<file path="src/cic_defs.svh">
/*
  register offsets, reset values, timing counts and full-scale codes of the
  charger input control block. assumes inclusion by bare name.
*/
`ifndef CIC_DEFS_SVH
`define CIC_DEFS_SVH

`define CIC_OFS_CTRL      8'h00
`define CIC_OFS_ZONEV     8'h04
`define CIC_OFS_ZONEI     8'h08
`define CIC_OFS_STEP      8'h0C
`define CIC_OFS_STATUS    8'h10
`define CIC_OFS_EVENT     8'h14
`define CIC_OFS_MASK      8'h18
`define CIC_OFS_TIMER     8'h1C

`define CIC_CTRL_RST      32'h0000_0C03
`define CIC_ZONEV_RST     32'h0000_0000
`define CIC_ZONEI_RST     32'h0000_0777
`define CIC_STEP_RST      32'h0000_0700
`define CIC_MASK_RST      32'h0000_0000

`define CIC_BLANK_UNIT_NS 1000
`define CIC_CLK_NS        10
`define CIC_BLANK_UNIT_CYC ((`CIC_BLANK_UNIT_NS + `CIC_CLK_NS - 1) / `CIC_CLK_NS)
`define CIC_TICK_CYC      1000

`define CIC_PCT_FULL      3'h7
`define CIC_ILIM_MAX      3'h7

`endif

</file>
<file path="src/cic_pkg.sv">
/*
  types of the charger input control block. assumes nothing.
*/
package cic_pkg;
  typedef enum {CIC_ZONE_COLD, CIC_ZONE_COOL, CIC_ZONE_ROOM, CIC_ZONE_WARM,
                CIC_ZONE_HOT} cic_zone_t;
  typedef enum {CIC_ST_OFF, CIC_ST_PRE, CIC_ST_FAST, CIC_ST_DONE,
                CIC_ST_SUSPEND, CIC_ST_FAULT} cic_state_t;
  typedef enum logic [1:0] {CIC_RATE_FULL = 2'h0, CIC_RATE_HALF = 2'h1,
                            CIC_RATE_STOP = 2'h2} cic_rate_t;
endpackage

</file>
<file path="src/cic_core.sv">
/*
  charger input control logic: adapter validity, lockout, inrush blanking,
  thermal priority, safety timer rate, thermistor zones, step charge and an
  ahb-lite register slave. assumes analog comparators on plain input pins,
  one clock hclk at 100 MHz, a single ahb-lite master.
*/
`timescale 1ns/1ps
`include "cic_defs.svh"

// How it works
// - overvoltage opens adapter path, core stays powered
// - lockout entry raises host event
// - invalid input: charger off, load switch closed
// - input below cell or detect level is invalid
// - inrush blanking forces maximum limit, then reverts
// - die hot: charge current cut first
// - die shutdown: no adapter current drawn
// - load or thermal limit with current below half: timer half rate
// - load or thermal limit with current below fifth: timer stops
// - precharge and termination as fast-charge percentages
// - thermistor classified into exactly one zone
// - cold, hot or missing thermistor inhibit charge
// - per-zone two-bit voltage cut applied
// - per-zone current cut applied
// - zone permit may inhibit cool and warm
// - above step threshold, current to step percentage
// - hysteresis before restoring full current
// - step percentage full disables step reduction
// - lower of zone and step current applies
// - charger state readable by host
// - overload lowers charge to protect load rail
// - interrupt low until host reads events
module cic_core
  import cic_pkg::*;
#(
  parameter int TICK_CYC = `CIC_TICK_CYC
)(
  // clock and reset
  input  wire logic        hclk,
  input  wire logic        hresetn,
  // ahb-lite slave
  input  wire logic        hsel,
  input  wire logic [7:0]  haddr,
  input  wire logic [1:0]  htrans,
  input  wire logic        hwrite,
  input  wire logic [2:0]  hsize,
  input  wire logic [31:0] hwdata,
  input  wire logic        hready,
  output logic      [31:0] hrdata,
  output logic             hreadyout,
  output logic             hresp,
  // analog comparator inputs, asynchronous
  input  wire logic        adapter_ov,
  input  wire logic        adapter_neg,
  input  wire logic        adapter_below_cell,
  input  wire logic        adapter_below_det,
  input  wire logic        inrush_event,
  input  wire logic        die_chg_lim,
  input  wire logic        die_chg_shdn,
  input  wire logic        load_rail_limit,
  input  wire logic        chg_below_half,
  input  wire logic        chg_below_fifth,
  input  wire logic        therm_absent,
  input  wire logic [3:0]  therm_cmp,
  input  wire logic        cell_above_step,
  input  wire logic        cell_below_hys,
  input  wire logic        cell_above_pre,
  input  wire logic        chg_below_term,
  // analog control outputs
  output logic             adapter_path_on,
  output logic             load_switch_closed,
  output logic             charger_on,
  output logic             ilim_max,
  output logic      [2:0]  ilim_sel,
  output logic             charge_cut_thermal,
  output logic             charge_cut_load,
  output logic      [3:0]  load_rail_floor,
  output logic      [1:0]  vreg_cut,
  output logic      [2:0]  fchg_pct,
  output logic      [2:0]  pchg_pct,
  output logic      [2:0]  term_pct,
  output logic             safety_tick,
  output logic             irq_n
);

  localparam int NSYNC = 19;

  logic [NSYNC-1:0] s1_reg, s2_reg, s3_reg, st_reg;
  logic [NSYNC-1:0] raw;
  assign raw = {adapter_ov, adapter_neg, adapter_below_cell, adapter_below_det,
                inrush_event, die_chg_lim, die_chg_shdn, load_rail_limit,
                chg_below_half, chg_below_fifth, therm_absent, therm_cmp,
                cell_above_step, cell_below_hys, cell_above_pre, chg_below_term};

  // three stages; a change counts once stages two and three agree
  genvar g;
  generate
    for (g = 0; g < NSYNC; g++)
    begin : g_sync
      always_ff @(posedge hclk or negedge hresetn)
      begin
        if (!hresetn)
        begin
          s1_reg[g] <= 1'b0;
          s2_reg[g] <= 1'b0;
          s3_reg[g] <= 1'b0;
          st_reg[g] <= 1'b0;
        end
        else
        begin
          s1_reg[g] <= raw[g];
          s2_reg[g] <= s1_reg[g];
          s3_reg[g] <= s2_reg[g];
          if (s2_reg[g] == s3_reg[g])
            st_reg[g] <= s3_reg[g];
        end
      end
    end
  endgenerate

  logic       ov_s, neg_s, bcell_s, bdet_s, inrush_s, tlim_s, tshdn_s, lrl_s;
  logic       half_s, fifth_s, tabs_s, step_hi_s, hys_lo_s, pre_s, term_s;
  logic [3:0] tcmp_s;
  assign {ov_s, neg_s, bcell_s, bdet_s, inrush_s, tlim_s, tshdn_s, lrl_s,
          half_s, fifth_s, tabs_s, tcmp_s, step_hi_s, hys_lo_s, pre_s,
          term_s} = st_reg;

  // registers
  logic [31:0] ctrl_reg, zonev_reg, zonei_reg, step_reg, mask_reg;
  logic [2:0]  event_reg;
  logic [31:0] timer_reg;
  // ctrl: [2:0] ilim, [7:3] blank, [11:8] floor, [12] charge enable,
  //       [13] thermistor enable, [14] permit cool, [15] permit warm,
  //       [18:16] precharge pct, [21:19] term pct
  logic [2:0] ilim_set;
  logic [4:0] blank_set;
  logic       chg_en, thm_en, permit_cool, permit_warm;
  assign ilim_set    = ctrl_reg[2:0];
  assign blank_set   = ctrl_reg[7:3];
  assign chg_en      = ctrl_reg[12];
  assign thm_en      = ctrl_reg[13];
  assign permit_cool = ctrl_reg[14];
  assign permit_warm = ctrl_reg[15];

  // ahb address phase capture
  logic       wr_pend_reg, rd_pend_reg;
  logic [7:0] addr_reg;
  logic       take;
  assign take = hsel && hready && htrans[1];

  always_ff @(posedge hclk or negedge hresetn)
  begin
    if (!hresetn)
    begin
      wr_pend_reg <= 1'b0;
      rd_pend_reg <= 1'b0;
      addr_reg    <= 8'h00;
    end
    else
    begin
      wr_pend_reg <= take && hwrite;
      rd_pend_reg <= take && !hwrite;
      if (take)
        addr_reg <= haddr;
    end
  end

  always_ff @(posedge hclk or negedge hresetn)
  begin
    if (!hresetn)
    begin
      ctrl_reg  <= `CIC_CTRL_RST;
      zonev_reg <= `CIC_ZONEV_RST;
      zonei_reg <= `CIC_ZONEI_RST;
      step_reg  <= `CIC_STEP_RST;
      mask_reg  <= `CIC_MASK_RST;
    end
    else if (wr_pend_reg)
    begin
      case (addr_reg)
        `CIC_OFS_CTRL:  ctrl_reg  <= {10'h000, hwdata[21:0]};
        `CIC_OFS_ZONEV: zonev_reg <= {26'h0000000, hwdata[5:0]};
        `CIC_OFS_ZONEI: zonei_reg <= {20'h00000, hwdata[11:0]};
        `CIC_OFS_STEP:  step_reg  <= {20'h00000, hwdata[11:0]};
        `CIC_OFS_MASK:  mask_reg  <= {29'h00000000, hwdata[2:0]};
        default:        ;
      endcase
    end
  end

  // thermistor zone from four ordered comparators
  cic_zone_t zone;
  always_comb
  begin
    if (!tcmp_s[0])
      zone = CIC_ZONE_COLD;
    else if (!tcmp_s[1])
      zone = CIC_ZONE_COOL;
    else if (!tcmp_s[2])
      zone = CIC_ZONE_ROOM;
    else if (!tcmp_s[3])
      zone = CIC_ZONE_WARM;
    else
      zone = CIC_ZONE_HOT;
  end

  logic zone_inhibit;
  logic [1:0] zone_vcut;
  logic [2:0] zone_icut;
  always_comb
  begin
    zone_inhibit = 1'b0;
    zone_vcut    = 2'h0;
    zone_icut    = `CIC_PCT_FULL;
    if (thm_en)
    begin
      case (zone)
        CIC_ZONE_COOL:
        begin
          zone_inhibit = !permit_cool;
          zone_vcut    = zonev_reg[1:0];
          zone_icut    = zonei_reg[2:0];
        end
        CIC_ZONE_ROOM:
        begin
          zone_vcut = zonev_reg[3:2];
          zone_icut = zonei_reg[6:4];
        end
        CIC_ZONE_WARM:
        begin
          zone_inhibit = !permit_warm;
          zone_vcut    = zonev_reg[5:4];
          zone_icut    = zonei_reg[10:8];
        end
        default: zone_inhibit = 1'b1;
      endcase
      if (tabs_s)
        zone_inhibit = 1'b1;
    end
  end

  // step charge with hysteresis; step: [2:0] pct, [11:8] threshold code
  logic step_act_reg;
  always_ff @(posedge hclk or negedge hresetn)
  begin
    if (!hresetn)
      step_act_reg <= 1'b0;
    else if (step_reg[2:0] == `CIC_PCT_FULL)
      step_act_reg <= 1'b0;
    else if (step_hi_s)
      step_act_reg <= 1'b1;
    else if (hys_lo_s)
      step_act_reg <= 1'b0;
  end

  logic [2:0] step_icut, fchg_next;
  assign step_icut = step_act_reg ? step_reg[2:0] : `CIC_PCT_FULL;
  assign fchg_next = (step_icut < zone_icut) ? step_icut : zone_icut;

  logic input_bad;
  assign input_bad = ov_s || neg_s || bcell_s || bdet_s;

  // inrush blanking counter
  logic [12:0] blank_cnt_reg;
  always_ff @(posedge hclk or negedge hresetn)
  begin
    if (!hresetn)
      blank_cnt_reg <= 13'h0000;
    else if (inrush_s && !input_bad)
      blank_cnt_reg <= 13'(blank_set * `CIC_BLANK_UNIT_CYC);
    else if (blank_cnt_reg != 13'h0000)
      blank_cnt_reg <= blank_cnt_reg - 13'h0001;
  end

  // charger state
  cic_state_t state_reg;
  logic       chg_allowed;
  assign chg_allowed = chg_en && !input_bad && !zone_inhibit && !tshdn_s;
  always_ff @(posedge hclk or negedge hresetn)
  begin
    if (!hresetn)
      state_reg <= CIC_ST_OFF;
    else
    begin
      case (state_reg)
        CIC_ST_OFF:
          if (chg_allowed)
            state_reg <= pre_s ? CIC_ST_FAST : CIC_ST_PRE;
        CIC_ST_PRE:
          if (!chg_allowed)
            state_reg <= zone_inhibit ? CIC_ST_SUSPEND : CIC_ST_OFF;
          else if (pre_s)
            state_reg <= CIC_ST_FAST;
        CIC_ST_FAST:
          if (!chg_allowed)
            state_reg <= zone_inhibit ? CIC_ST_SUSPEND : CIC_ST_OFF;
          else if (term_s)
            state_reg <= CIC_ST_DONE;
        CIC_ST_SUSPEND:
          if (!chg_en || input_bad)
            state_reg <= CIC_ST_OFF;
          else if (chg_allowed)
            state_reg <= CIC_ST_PRE;
        CIC_ST_DONE:
          if (!chg_en || input_bad)
            state_reg <= CIC_ST_OFF;
        default:
          state_reg <= CIC_ST_OFF;
      endcase
    end
  end

  logic charging;
  assign charging = (state_reg == CIC_ST_PRE) || (state_reg == CIC_ST_FAST);

  // safety timer rate and prescaler
  cic_rate_t rate;
  always_comb
  begin
    if ((lrl_s || tlim_s) && fifth_s)
      rate = CIC_RATE_STOP;
    else if ((lrl_s || tlim_s) && half_s)
      rate = CIC_RATE_HALF;
    else
      rate = CIC_RATE_FULL;
  end

  logic [31:0] pres_reg;
  logic        half_ph_reg, tick;
  assign tick = charging && (rate != CIC_RATE_STOP) && (pres_reg == 32'(TICK_CYC - 1));
  always_ff @(posedge hclk or negedge hresetn)
  begin
    if (!hresetn)
    begin
      pres_reg    <= 32'h0000_0000;
      half_ph_reg <= 1'b0;
      timer_reg   <= 32'h0000_0000;
    end
    else if (!charging)
    begin
      pres_reg  <= 32'h0000_0000;
      timer_reg <= 32'h0000_0000;
    end
    else if (rate != CIC_RATE_STOP)
    begin
      pres_reg <= tick ? 32'h0000_0000 : pres_reg + 32'h0000_0001;
      if (tick)
      begin
        half_ph_reg <= !half_ph_reg;
        if (rate == CIC_RATE_FULL || half_ph_reg)
          timer_reg <= timer_reg + 32'h0000_0001;
      end
    end
  end

  // events: [0] lockout entry, [1] input invalid, [2] state change
  logic       ov_d_reg, bad_d_reg;
  cic_state_t st_d_reg;
  logic [2:0] ev_set;
  logic       rd_event;
  assign ev_set   = {state_reg != st_d_reg, input_bad && !bad_d_reg,
                     ov_s && !ov_d_reg};
  assign rd_event = rd_pend_reg && (addr_reg == `CIC_OFS_EVENT);
  always_ff @(posedge hclk or negedge hresetn)
  begin
    if (!hresetn)
    begin
      ov_d_reg  <= 1'b0;
      bad_d_reg <= 1'b0;
      st_d_reg  <= CIC_ST_OFF;
      event_reg <= 3'h0;
    end
    else
    begin
      ov_d_reg  <= ov_s;
      bad_d_reg <= input_bad;
      st_d_reg  <= state_reg;
      // set wins over the clear of a read
      event_reg <= (rd_event ? 3'h0 : event_reg) | ev_set;
    end
  end

  logic [31:0] rd_mux;
  always_comb
  begin
    case (addr_reg)
      `CIC_OFS_CTRL:   rd_mux = ctrl_reg;
      `CIC_OFS_ZONEV:  rd_mux = zonev_reg;
      `CIC_OFS_ZONEI:  rd_mux = zonei_reg;
      `CIC_OFS_STEP:   rd_mux = step_reg;
      `CIC_OFS_STATUS: rd_mux = {20'h00000, step_act_reg, 3'(zone), 1'b0,
                                 3'(state_reg), 4'h0};
      `CIC_OFS_EVENT:  rd_mux = {29'h00000000, event_reg};
      `CIC_OFS_MASK:   rd_mux = mask_reg;
      `CIC_OFS_TIMER:  rd_mux = timer_reg;
      default:         rd_mux = 32'h0000_0000;
    endcase
  end

  // registered outputs
  always_ff @(posedge hclk or negedge hresetn)
  begin
    if (!hresetn)
    begin
      hrdata             <= 32'h0000_0000;
      hreadyout          <= 1'b1;
      hresp              <= 1'b0;
      adapter_path_on    <= 1'b0;
      load_switch_closed <= 1'b1;
      charger_on         <= 1'b0;
      ilim_max           <= 1'b0;
      ilim_sel           <= 3'h0;
      charge_cut_thermal <= 1'b0;
      charge_cut_load    <= 1'b0;
      load_rail_floor    <= 4'h0;
      vreg_cut           <= 2'h0;
      fchg_pct           <= `CIC_PCT_FULL;
      pchg_pct           <= 3'h0;
      term_pct           <= 3'h0;
      safety_tick        <= 1'b0;
      irq_n              <= 1'b1;
    end
    else
    begin
      hrdata             <= rd_mux;
      hreadyout          <= !(take && !hwrite);
      hresp              <= 1'b0;
      adapter_path_on    <= !input_bad && !tshdn_s;
      load_switch_closed <= input_bad || tshdn_s || lrl_s;
      charger_on         <= charging && !input_bad && !tshdn_s;
      ilim_max           <= blank_cnt_reg != 13'h0000;
      ilim_sel           <= (blank_cnt_reg != 13'h0000) ? `CIC_ILIM_MAX : ilim_set;
      charge_cut_thermal <= tlim_s;
      charge_cut_load    <= lrl_s;
      load_rail_floor    <= ctrl_reg[11:8];
      vreg_cut           <= zone_vcut;
      fchg_pct           <= fchg_next;
      pchg_pct           <= ctrl_reg[18:16];
      term_pct           <= ctrl_reg[21:19];
      safety_tick        <= tick;
      irq_n              <= ~|((event_reg | ev_set) & mask_reg[2:0]);
    end
  end

endmodule

</file>
<file path="config.mk">
export PLATFORM = sky130hd
export DESIGN_NAME = cic_core
export DESIGN_NICKNAME = d
export VERILOG_FILES = /design/src/cic_pkg.sv /design/src/cic_core.sv
export VERILOG_INCLUDE_DIRS = /design/src /design/src/src
export SDC_FILE = /design/constraint.sdc
export NUM_CORES = 1
export LEC_CHECK = 0
export ABC_AREA = 1
export BUFFER_PORTS_ARGS = -buffer_cell sky130_fd_sc_hd__clkbuf_2
export CAP_MARGIN = 20
export CORE_ASPECT_RATIO = 1.75
export CORE_MARGIN = 10
export CORE_UTILIZATION = 35
export CTS_CLUSTER_DIAMETER = 50
export DETAILED_ROUTE_END_ITERATION = 8
export HOLD_SLACK_MARGIN = 0.05
export PLACE_DENSITY_LB_ADDON = 0.25
export SLEW_MARGIN = 20
export SYNTH_ARGS = -nofsm -noshare
export SYNTH_HDL_FRONTEND = slang
export SYNTH_SLANG_ARGS = --single-unit
</file>
<file path="constraint.sdc">
create_clock -name hclk -period 3.6 [get_ports hclk]
set_clock_uncertainty 0.05 [all_clocks]
set_input_delay 0.72 -clock hclk [delete_from_list [all_inputs] [get_ports hclk]]
set_output_delay 0.72 -clock hclk [all_outputs]
set_load 0.05 [all_outputs]
</file>
==> impl_metrics.ini, run 1 <==
[drt]
detail_route.drc_violations = 0
routed_wire_length_per_instance_um = 17.9
first_iter_violations = 588
finalWirelength_um = 36800
dr.pass1.iters = 4
drt.antenna.violating_nets = 0
overall_via_count_from_detail_route = 10115
route.detailed.vias_per_inst = 4.92

[global_route]
grt_use_total_pct = 15.8
grt_pass1_wl_um = 58200
grt_antenna_before_repair = 0
first_global_vias = 10562
grt_start_max_net_pins = 73
overflow_after_grt = 0

[timing]
relSlewSlack_pct = 42.3
grt_setup_unrepaired = false
hold_violations = 0
setup-violations-final = 0
fin_setup_tns_ns = 0
finalWorstSetupSlack_ns = 0.850
slew_at_the_pin_with_the_worst_max_slew_slack_ns = 0.864
final_min_period_over_clock_period_pct = 76.4
final_period_minus_worst_setup_slack_ns = 2.75
maxClockFrequency_ghz = 0.364
slew_viol_final = 0

[cells_and_area]
area.growth.synth_to_final_pct = 16.7
multiInputGateArea_um2 = 4960
num_antenna_cells = 0
final.fill_count = 3722
num-nets-final = 1649
post_route_cells_drive_above_1_share_pct = 15.3
regArea_um2 = 7280
fin_area_um2 = 15200

[place]
io_buffer_count = 113
pre_cts_worst_setup_slack_ns = 0.857
place_area_um2 = 14200
dp_hpwl_um = 27900
gp_routability_congestion = 0.935

[worst_setup_path]
worst-path-max-fanout = 31
worst_path_most_repeated_cell = sky130_fd_sc_hd__nand2_1
setup.worst_path.class = reg -> reg
cp_top_family = simple AND/OR/NAND/NOR gates
crit_path_max_incr_delay_ns = 0.45
path_cells = ha_1, nand2_1, nor4_1, nand4_1, nor2_4, nand2_2, nand2_4, nand2_1, nand2_1
cp_endpoint_kind = flop
crit_required_ns = 4.04
critical_path_arrival_ns = 3.19
critPathLaunchType = flop
path_buf_inv = 0
cp_slowest_cell = sky130_fd_sc_hd__nand2_4

[floorplanning]
num_io_pins = 129
die_area_um2 = 45600
dieHeight_um = 275
core_um2 = 36800
initial_standard_cell_utilization_of_the_core_pct = 35.4
std_cell_rows = 93
die-width_um = 166

[synthesis]
yosysUniqueCellTypes = 55
synth-main-ff-cell = sky130_fd_sc_hd__dfrtp_1
ys_seq_elements = 290
postSynthCellCount = 1432
netlist.area_leader.share_pct = 51.5
syn_area_per_cell_um2 = 9.10
yosysTopAreaCell = sky130_fd_sc_hd__dfrtp_1
postSynthNetCount = 1524
synthArstFlopShare_pct = 100
top_area_cells_in_the_synthesized_netlist = sky130_fd_sc_hd__dfrtp_1 (51%), sky130_fd_sc_hd__nand2_1 (9.1%), sky130_fd_sc_hd__inv_1 (4.6%)
synth-edff-count = 0
syn_area_um2 = 13000
ys_seq_area_share_pct = 55.9
yosys_warnings = 0

[cts]
cts_max_path_buffers = 3
clkLatencyLatePin_ns = 0.58
ctsRootBufferMaster = sky130_fd_sc_hd__clkbuf_16
h_tree_depth = 1
cts_tree = done
clock-sinks = 290
cts_repair_resize_count = 0
path_clk_slew_ns = 0.06
cts_buffers = 30

[power_and_ir_drop]
cellLeakagePower_nw = 7.13
power.density_cell_area_nw_per_um2 = 537
internal_power_mw = 5.66
max-vdd-ir-drop_mv = 0.328
switching_share_pct = 30.6
share_seq_of_total_power_pct = 44.8
power.net_switching_mw = 2.50
fin_total_pwr_mw = 8.16
comb_power_share_pct = 15.8
pwr-share-clk_pct = 39.4

[worst_hold_path]
holdCritPathClass = in -> reg

[run_status]
result_of_the_run = completed

[job]
drv_cap = 0
[cell usage in the layout, fill, tap and decap left out, types with 6 or more instances in the layout]
cell	netlist	layout
sky130_fd_sc_hd__nand3_1	92	92
sky130_fd_sc_hd__nand4_1	30	30
sky130_fd_sc_hd__inv_1	159	159
sky130_fd_sc_hd__o21ai_0	92	92
sky130_fd_sc_hd__inv_2	6	6
sky130_fd_sc_hd__maj3_1	19	19
sky130_fd_sc_hd__dfrtp_1	268	268
sky130_fd_sc_hd__nand2_1	316	316
sky130_fd_sc_hd__mux2_2	11	11
sky130_fd_sc_hd__ha_1	22	22
sky130_fd_sc_hd__o21ai_1	11	11
sky130_fd_sc_hd__buf_4	2	10
sky130_fd_sc_hd__o22ai_1	22	22
sky130_fd_sc_hd__xnor2_1	8	8
sky130_fd_sc_hd__a21oi_1	26	26
sky130_fd_sc_hd__nor4_1	8	8
sky130_fd_sc_hd__nor2_1	139	139
sky130_fd_sc_hd__clkbuf_16	0	30
sky130_fd_sc_hd__nor3_1	42	42
sky130_fd_sc_hd__xor2_1	48	48
sky130_fd_sc_hd__clkbuf_2	0	112
sky130_fd_sc_hd__dfstp_2	22	22
[stage by stage]
step                cells  util, %  hold slack [ns]
finish               2056     41.4            0.194
global route         2056     41.4            0.170
CTS                  2056     41.4            0.154
detailed placement   1999     38.5            0.285
global placement     1999     38.5            0.282
floorplan            1432        -            0.281
[final cells by class]
class / count / area share (%)
Clock inverter: 20 / 1.55
Clock buffer: 36 / 5.22
Timing Repair Buffer: 127 / 4.74
Inverter: 165 / 4.07
Tap cell: 475 / 3.91
Multi-Input combinational cell: 943 / 32.6
Sequential cell: 290 / 47.9
[repair_timing]
action	4_1_cts	5_1_grt
setup buffers	0	0
hold endpoints to repair	53	0
hold buffers	1	0
[power by group through the flow]
stage	registers [mW]	clock network [mW]	logic (mW)
2_1_floorplan	3.74	0	0.856
3_3_place_gp	3.71	0	1.29
3_5_place_dp	3.72	0	1.31
4_1_cts	3.66	3.31	1.32
5_1_grt	3.69	3.42	1.45
6_report	3.66	3.21	1.29
[synthesized netlist by cell type (19+ instances only)]
| master | n |
|---|---|
| sky130_fd_sc_hd__ha_1 | 22 |
| sky130_fd_sc_hd__nor3_1 | 42 |
| sky130_fd_sc_hd__o21ai_0 | 92 |
| sky130_fd_sc_hd__inv_1 | 159 |
| sky130_fd_sc_hd__o22ai_1 | 22 |
| sky130_fd_sc_hd__maj3_1 | 19 |
| sky130_fd_sc_hd__nand3_1 | 92 |
| sky130_fd_sc_hd__nand4_1 | 30 |
| sky130_fd_sc_hd__dfstp_2 | 22 |
| sky130_fd_sc_hd__a21oi_1 | 26 |
| sky130_fd_sc_hd__nand2_1 | 316 |
| sky130_fd_sc_hd__nor2_1 | 139 |
| sky130_fd_sc_hd__xor2_1 | 48 |
| sky130_fd_sc_hd__dfrtp_1 | 268 |
[cell families (layout without fill, tap and decap cells)]
logic type / count (synthesis) / in the layout / share of synthesized area (%)
buffers and inverters: 199 / 348 / 6.01
muxes: 11 / 11 / 0.951
xor gates and xnor gates: 56 / 56 / 3.77
adders and majority gates: 42 / 42 / 3.73
DFF: 290 / 290 / 55.9
and+or+nand+nor: 657 / 657 / 21.9
AOI/OAI and AO/OA: 176 / 176 / 7.66
other: 1 / 1 / 0.0288
[metal layers]
metal / up-vias / GRT usage, % / wire length (um)
li1: 4931 / - / -
met1: 4854 / 15.5 / 13100
met2: 217 / 30.7 / 20300
met3: 113 / 2.09 / 1160
met4: 0 / 9.54 / 2180
met5: - / 0 / 0
[final timing paths]
check                                             start  slack, ns                   endpoint  depth (start not counted)
min in group asynchronous                       hresetn       0.65    addr_reg[1]$_DFFE_PN0P_                          2
worst max-delay path            pres_reg[0]$_DFFE_PN0P_       0.85  timer_reg[19]$_DFFE_PN0P_                          9
max in group asynchronous                       hresetn       1.93  timer_reg[29]$_DFFE_PN0P_                          3
worst max register to register  pres_reg[0]$_DFFE_PN0P_       0.85  timer_reg[19]$_DFFE_PN0P_                          9
worst min-delay path                     chg_below_term       0.19        s1_reg[0]$_DFF_PN0_                          1
worst min register to register      s1_reg[7]$_DFF_PN0_       0.30        s2_reg[7]$_DFF_PN0_                          0
No activity file was read; power rests on OpenSTA's default activity.
==> run 2, diff against run 1 <==
Settings changed: ABC_AREA 1 to 0.
Clock period 3.6 ns to 2.7 ns, I/O delays scaled along.
==> run 2 against run 1 <==
Global-route usage shrank 0.84 points. Largest power group unchanged. Flip-flop and latch count is the same. Maximum frequency grew 8.7%. Final area is 1.2% lower. Non-clock buffer count grew 78. First-iteration DRC count is 33% lower. Utilization up 1.5 points. Power rose by 22%. Cell count is 17% lower.
==> impl_metrics.ini, run 2 <==
[run_status]
result_of_the_run = completed

[timing]
final_period_minus_worst_setup_slack_ns = 2.53
final_min_period_over_clock_period_pct = 93.7
relSlewSlack_pct = 56.9
fin_setup_tns_ns = 0
setup-violations-final = 0
slew_at_the_pin_with_the_worst_max_slew_slack_ns = 0.640
finalWorstSetupSlack_ns = 0.171
grt_setup_unrepaired = false
slew_viol_final = 0
hold_violations = 0
maxClockFrequency_ghz = 0.395

[worst_setup_path]
critPathLaunchType = flop
worst-path-max-fanout = 22
crit_required_ns = 3.11
timing.rr.end = timer_reg[3]$_DFFE_PN0P_
crit_end = timer_reg[3]$_DFFE_PN0P_
setup.worst_path.class = reg -> reg
critical_path_arrival_ns = 2.94
r2r_slack_ns = 0.17
cp_endpoint_kind = flop
startpoint = pres_reg[26]$_DFFE_PN0P_
ff2ff_path_depth = 5
worst_r2r_startpoint = pres_reg[26]$_DFFE_PN0P_

[synthesis]
yosysUniqueCellTypes = 64
yosysTopAreaCell = sky130_fd_sc_hd__dfrtp_1
postSynthCellCount = 1051
synth-main-ff-cell = sky130_fd_sc_hd__dfrtp_1
postSynthNetCount = 1143
cell_with_the_most_instances_after_synthesis = sky130_fd_sc_hd__dfrtp_1
ys_seq_area_share_pct = 59.0
netlist.area_leader.share_pct = 54.3
top_area_cells_in_the_synthesized_netlist = sky130_fd_sc_hd__dfrtp_1 (54%), sky130_fd_sc_hd__mux2_2 (5.8%), sky130_fd_sc_hd__dfstp_2 (4.7%)
syn_area_per_cell_um2 = 11.8
syn_area_um2 = 12300
ys_seq_elements = 290
synth-edff-count = 0
synthArstFlopShare_pct = 100
yosys_warnings = 0
post_synth_most_frequent_cells = sky130_fd_sc_hd__dfrtp_1 (268), sky130_fd_sc_hd__mux2_2 (64), sky130_fd_sc_hd__nand2_1 (64)

[cells_and_area]
layout.cells.most_common_list = sky130_fd_sc_hd__dfrtp_1 (266), sky130_fd_sc_hd__clkbuf_2 (112), sky130_fd_sc_hd__buf_4 (70)
num_antenna_cells = 0
num-nets-final = 1319
post_route_cells_drive_above_1_share_pct = 27.7
area.growth.synth_to_final_pct = 21.7
final.fill_count = 3360
final_common_cell = sky130_fd_sc_hd__dfrtp_1
multiInputGateArea_um2 = 4790
regArea_um2 = 7290

[cts]
clkLatencyLatePin_ns = 0.54
cts_buffers = 26
path_clk_slew_ns = 0.07
clock-sinks = 290
cts_tree = done
h_tree_depth = 1
ctsRootBufferMaster = sky130_fd_sc_hd__clkbuf_16
cts_max_path_buffers = 3
post-cts-setup-buffers = 0

[place]
pre_cts_worst_setup_slack_ns = 0.106
gp_routability_congestion = 0.840
io_buffer_count = 113
dp_hpwl_um = 24200

[drt]
finalWirelength_um = 32700
drt.antenna.violating_nets = 0
routed_wire_length_per_instance_um = 19.1
dr.pass1.iters = 5
overall_via_count_from_detail_route = 9123
route.detailed.vias_per_inst = 5.33
first_iter_violations = 395
detail_route.drc_violations = 0

[floorplanning]
die_area_um2 = 43500
die-width_um = 162
core_um2 = 35100
dieHeight_um = 268
num_io_pins = 129
initial_standard_cell_utilization_of_the_core_pct = 35.2
std_cell_rows = 91

[power_and_ir_drop]
power.density_cell_area_nw_per_um2 = 665
max-vdd-ir-drop_mv = 0.339
cellLeakagePower_nw = 6.33

[job]
drv_cap = 0

[global_route]
grt_use_total_pct = 15.0
grt_start_max_net_pins = 62
grt_antenna_before_repair = 0
first_global_vias = 9441
grt_pass1_wl_um = 52000
overflow_after_grt = 0

[worst_hold_path]
hold_path.startpoint = adapter_below_det
holdCritPathClass = in -> reg
run 2: changes by cell type in the layout (fill, tap and decap cells not counted), moves of 28 or more:
cell                      delta
sky130_fd_sc_hd__nand3_1    -44
sky130_fd_sc_hd__buf_4      +60
sky130_fd_sc_hd__inv_1     -132
sky130_fd_sc_hd__o21ai_0    -57
sky130_fd_sc_hd__nand2_1   -252
sky130_fd_sc_hd__a21oi_1    +28
sky130_fd_sc_hd__nor2_1    -107
sky130_fd_sc_hd__mux2_2     +53
sky130_fd_sc_hd__xor2_1     -47
run 2: timing repair:
action | CTS | global route
gates resized for setup | 0 | 10
hold endpoints to repair | 51 | 0
hold buffers | 16 | 0
setup endpoints to repair | 0 | 17
run 2: worst min-delay path by stage:
| stage | slack (ns) | cells past startpoint | endpoint |
|---|---|---|---|
| after floorplan | 0.19 | 0 | adapter_path_on$_DFF_PN0_ |
| after global placement | 0.28 | 0 | s2_reg[11]$_DFF_PN0_ |
| after detailed placement | 0.28 | 0 | s2_reg[11]$_DFF_PN0_ |
| after CTS | 0.05 | 1 | s1_reg[0]$_DFF_PN0_ |
| after global routing | 0.06 | 1 | s1_reg[0]$_DFF_PN0_ |
| final | 0.07 | 1 | s1_reg[15]$_DFF_PN0_ |
run 2: where the power goes:
part	internal, mW	leakage (nW)	switching, mW
sequential	4.67	3.59	0.259
combinational	0.527	2.30	0.739
clock	2.17	0.433	1.63
total	7.37	6.33	2.63
run 2: metrics by stage:
stage	util [%]	power (mW)	hold WS, ns	area [um^2]	cells
6_report	42.8	9.99	0.0728	15000	1712
5_1_grt	42.8	10.5	0.0560	15000	1712
4_1_cts	42.7	10.1	0.0531	15000	1712
3_5_place_dp	39.8	6.27	0.285	13900	1648
3_3_place_gp	39.8	6.23	0.282	13900	1648
2_1_floorplan	-	5.76	0.194	12300	1051
run 2: area by class of cell:
class | instances | area share [%]
Tap cell | 465 | 3.87
Clock buffer | 35 | 5.03
Timing Repair Buffer | 205 | 9.19
Clock inverter | 13 | 0.866
Multi-Input combinational cell | 677 | 31.9
Sequential cell | 290 | 48.5
Inverter | 27 | 0.675
run 2: per-layer routing:
layer	vias to the layer above	track usage (%)	part of all wire (%)
met2	172	29.5	57
met1	4621	14.9	35
met4	0	7.01	4.2
met5	-	0	0
li1	4261	-	-
met3	69	1.99	3.5
run 2: logic make-up (layout without fill, tap and decap cells):
group | count (synthesis) | count (layout) | synth area share (%)
adder cells (fa/ha/maj) | 42 | 42 | 3.93
flip-flops | 290 | 290 | 59.0
XOR/XNOR | 19 | 19 | 1.41
AO/OA/AOI/OAI | 231 | 231 | 12.4
other | 1 | 1 | 0.0304
AND/OR/NAND/NOR | 316 | 316 | 14.2
buffers and inverters | 84 | 280 | 2.82
multiplexers | 68 | 68 | 6.16
run 2: worst max-delay path, cell delays in order, from the launching register on:
cell and delay (ns):
sky130_fd_sc_hd__dfrtp_1 0.46, sky130_fd_sc_hd__nor4_1 0.38, sky130_fd_sc_hd__nand4_1 0.24, sky130_fd_sc_hd__or4_4 0.70, sky130_fd_sc_hd__or4_1 0.46, sky130_fd_sc_hd__a21oi_1 0.16
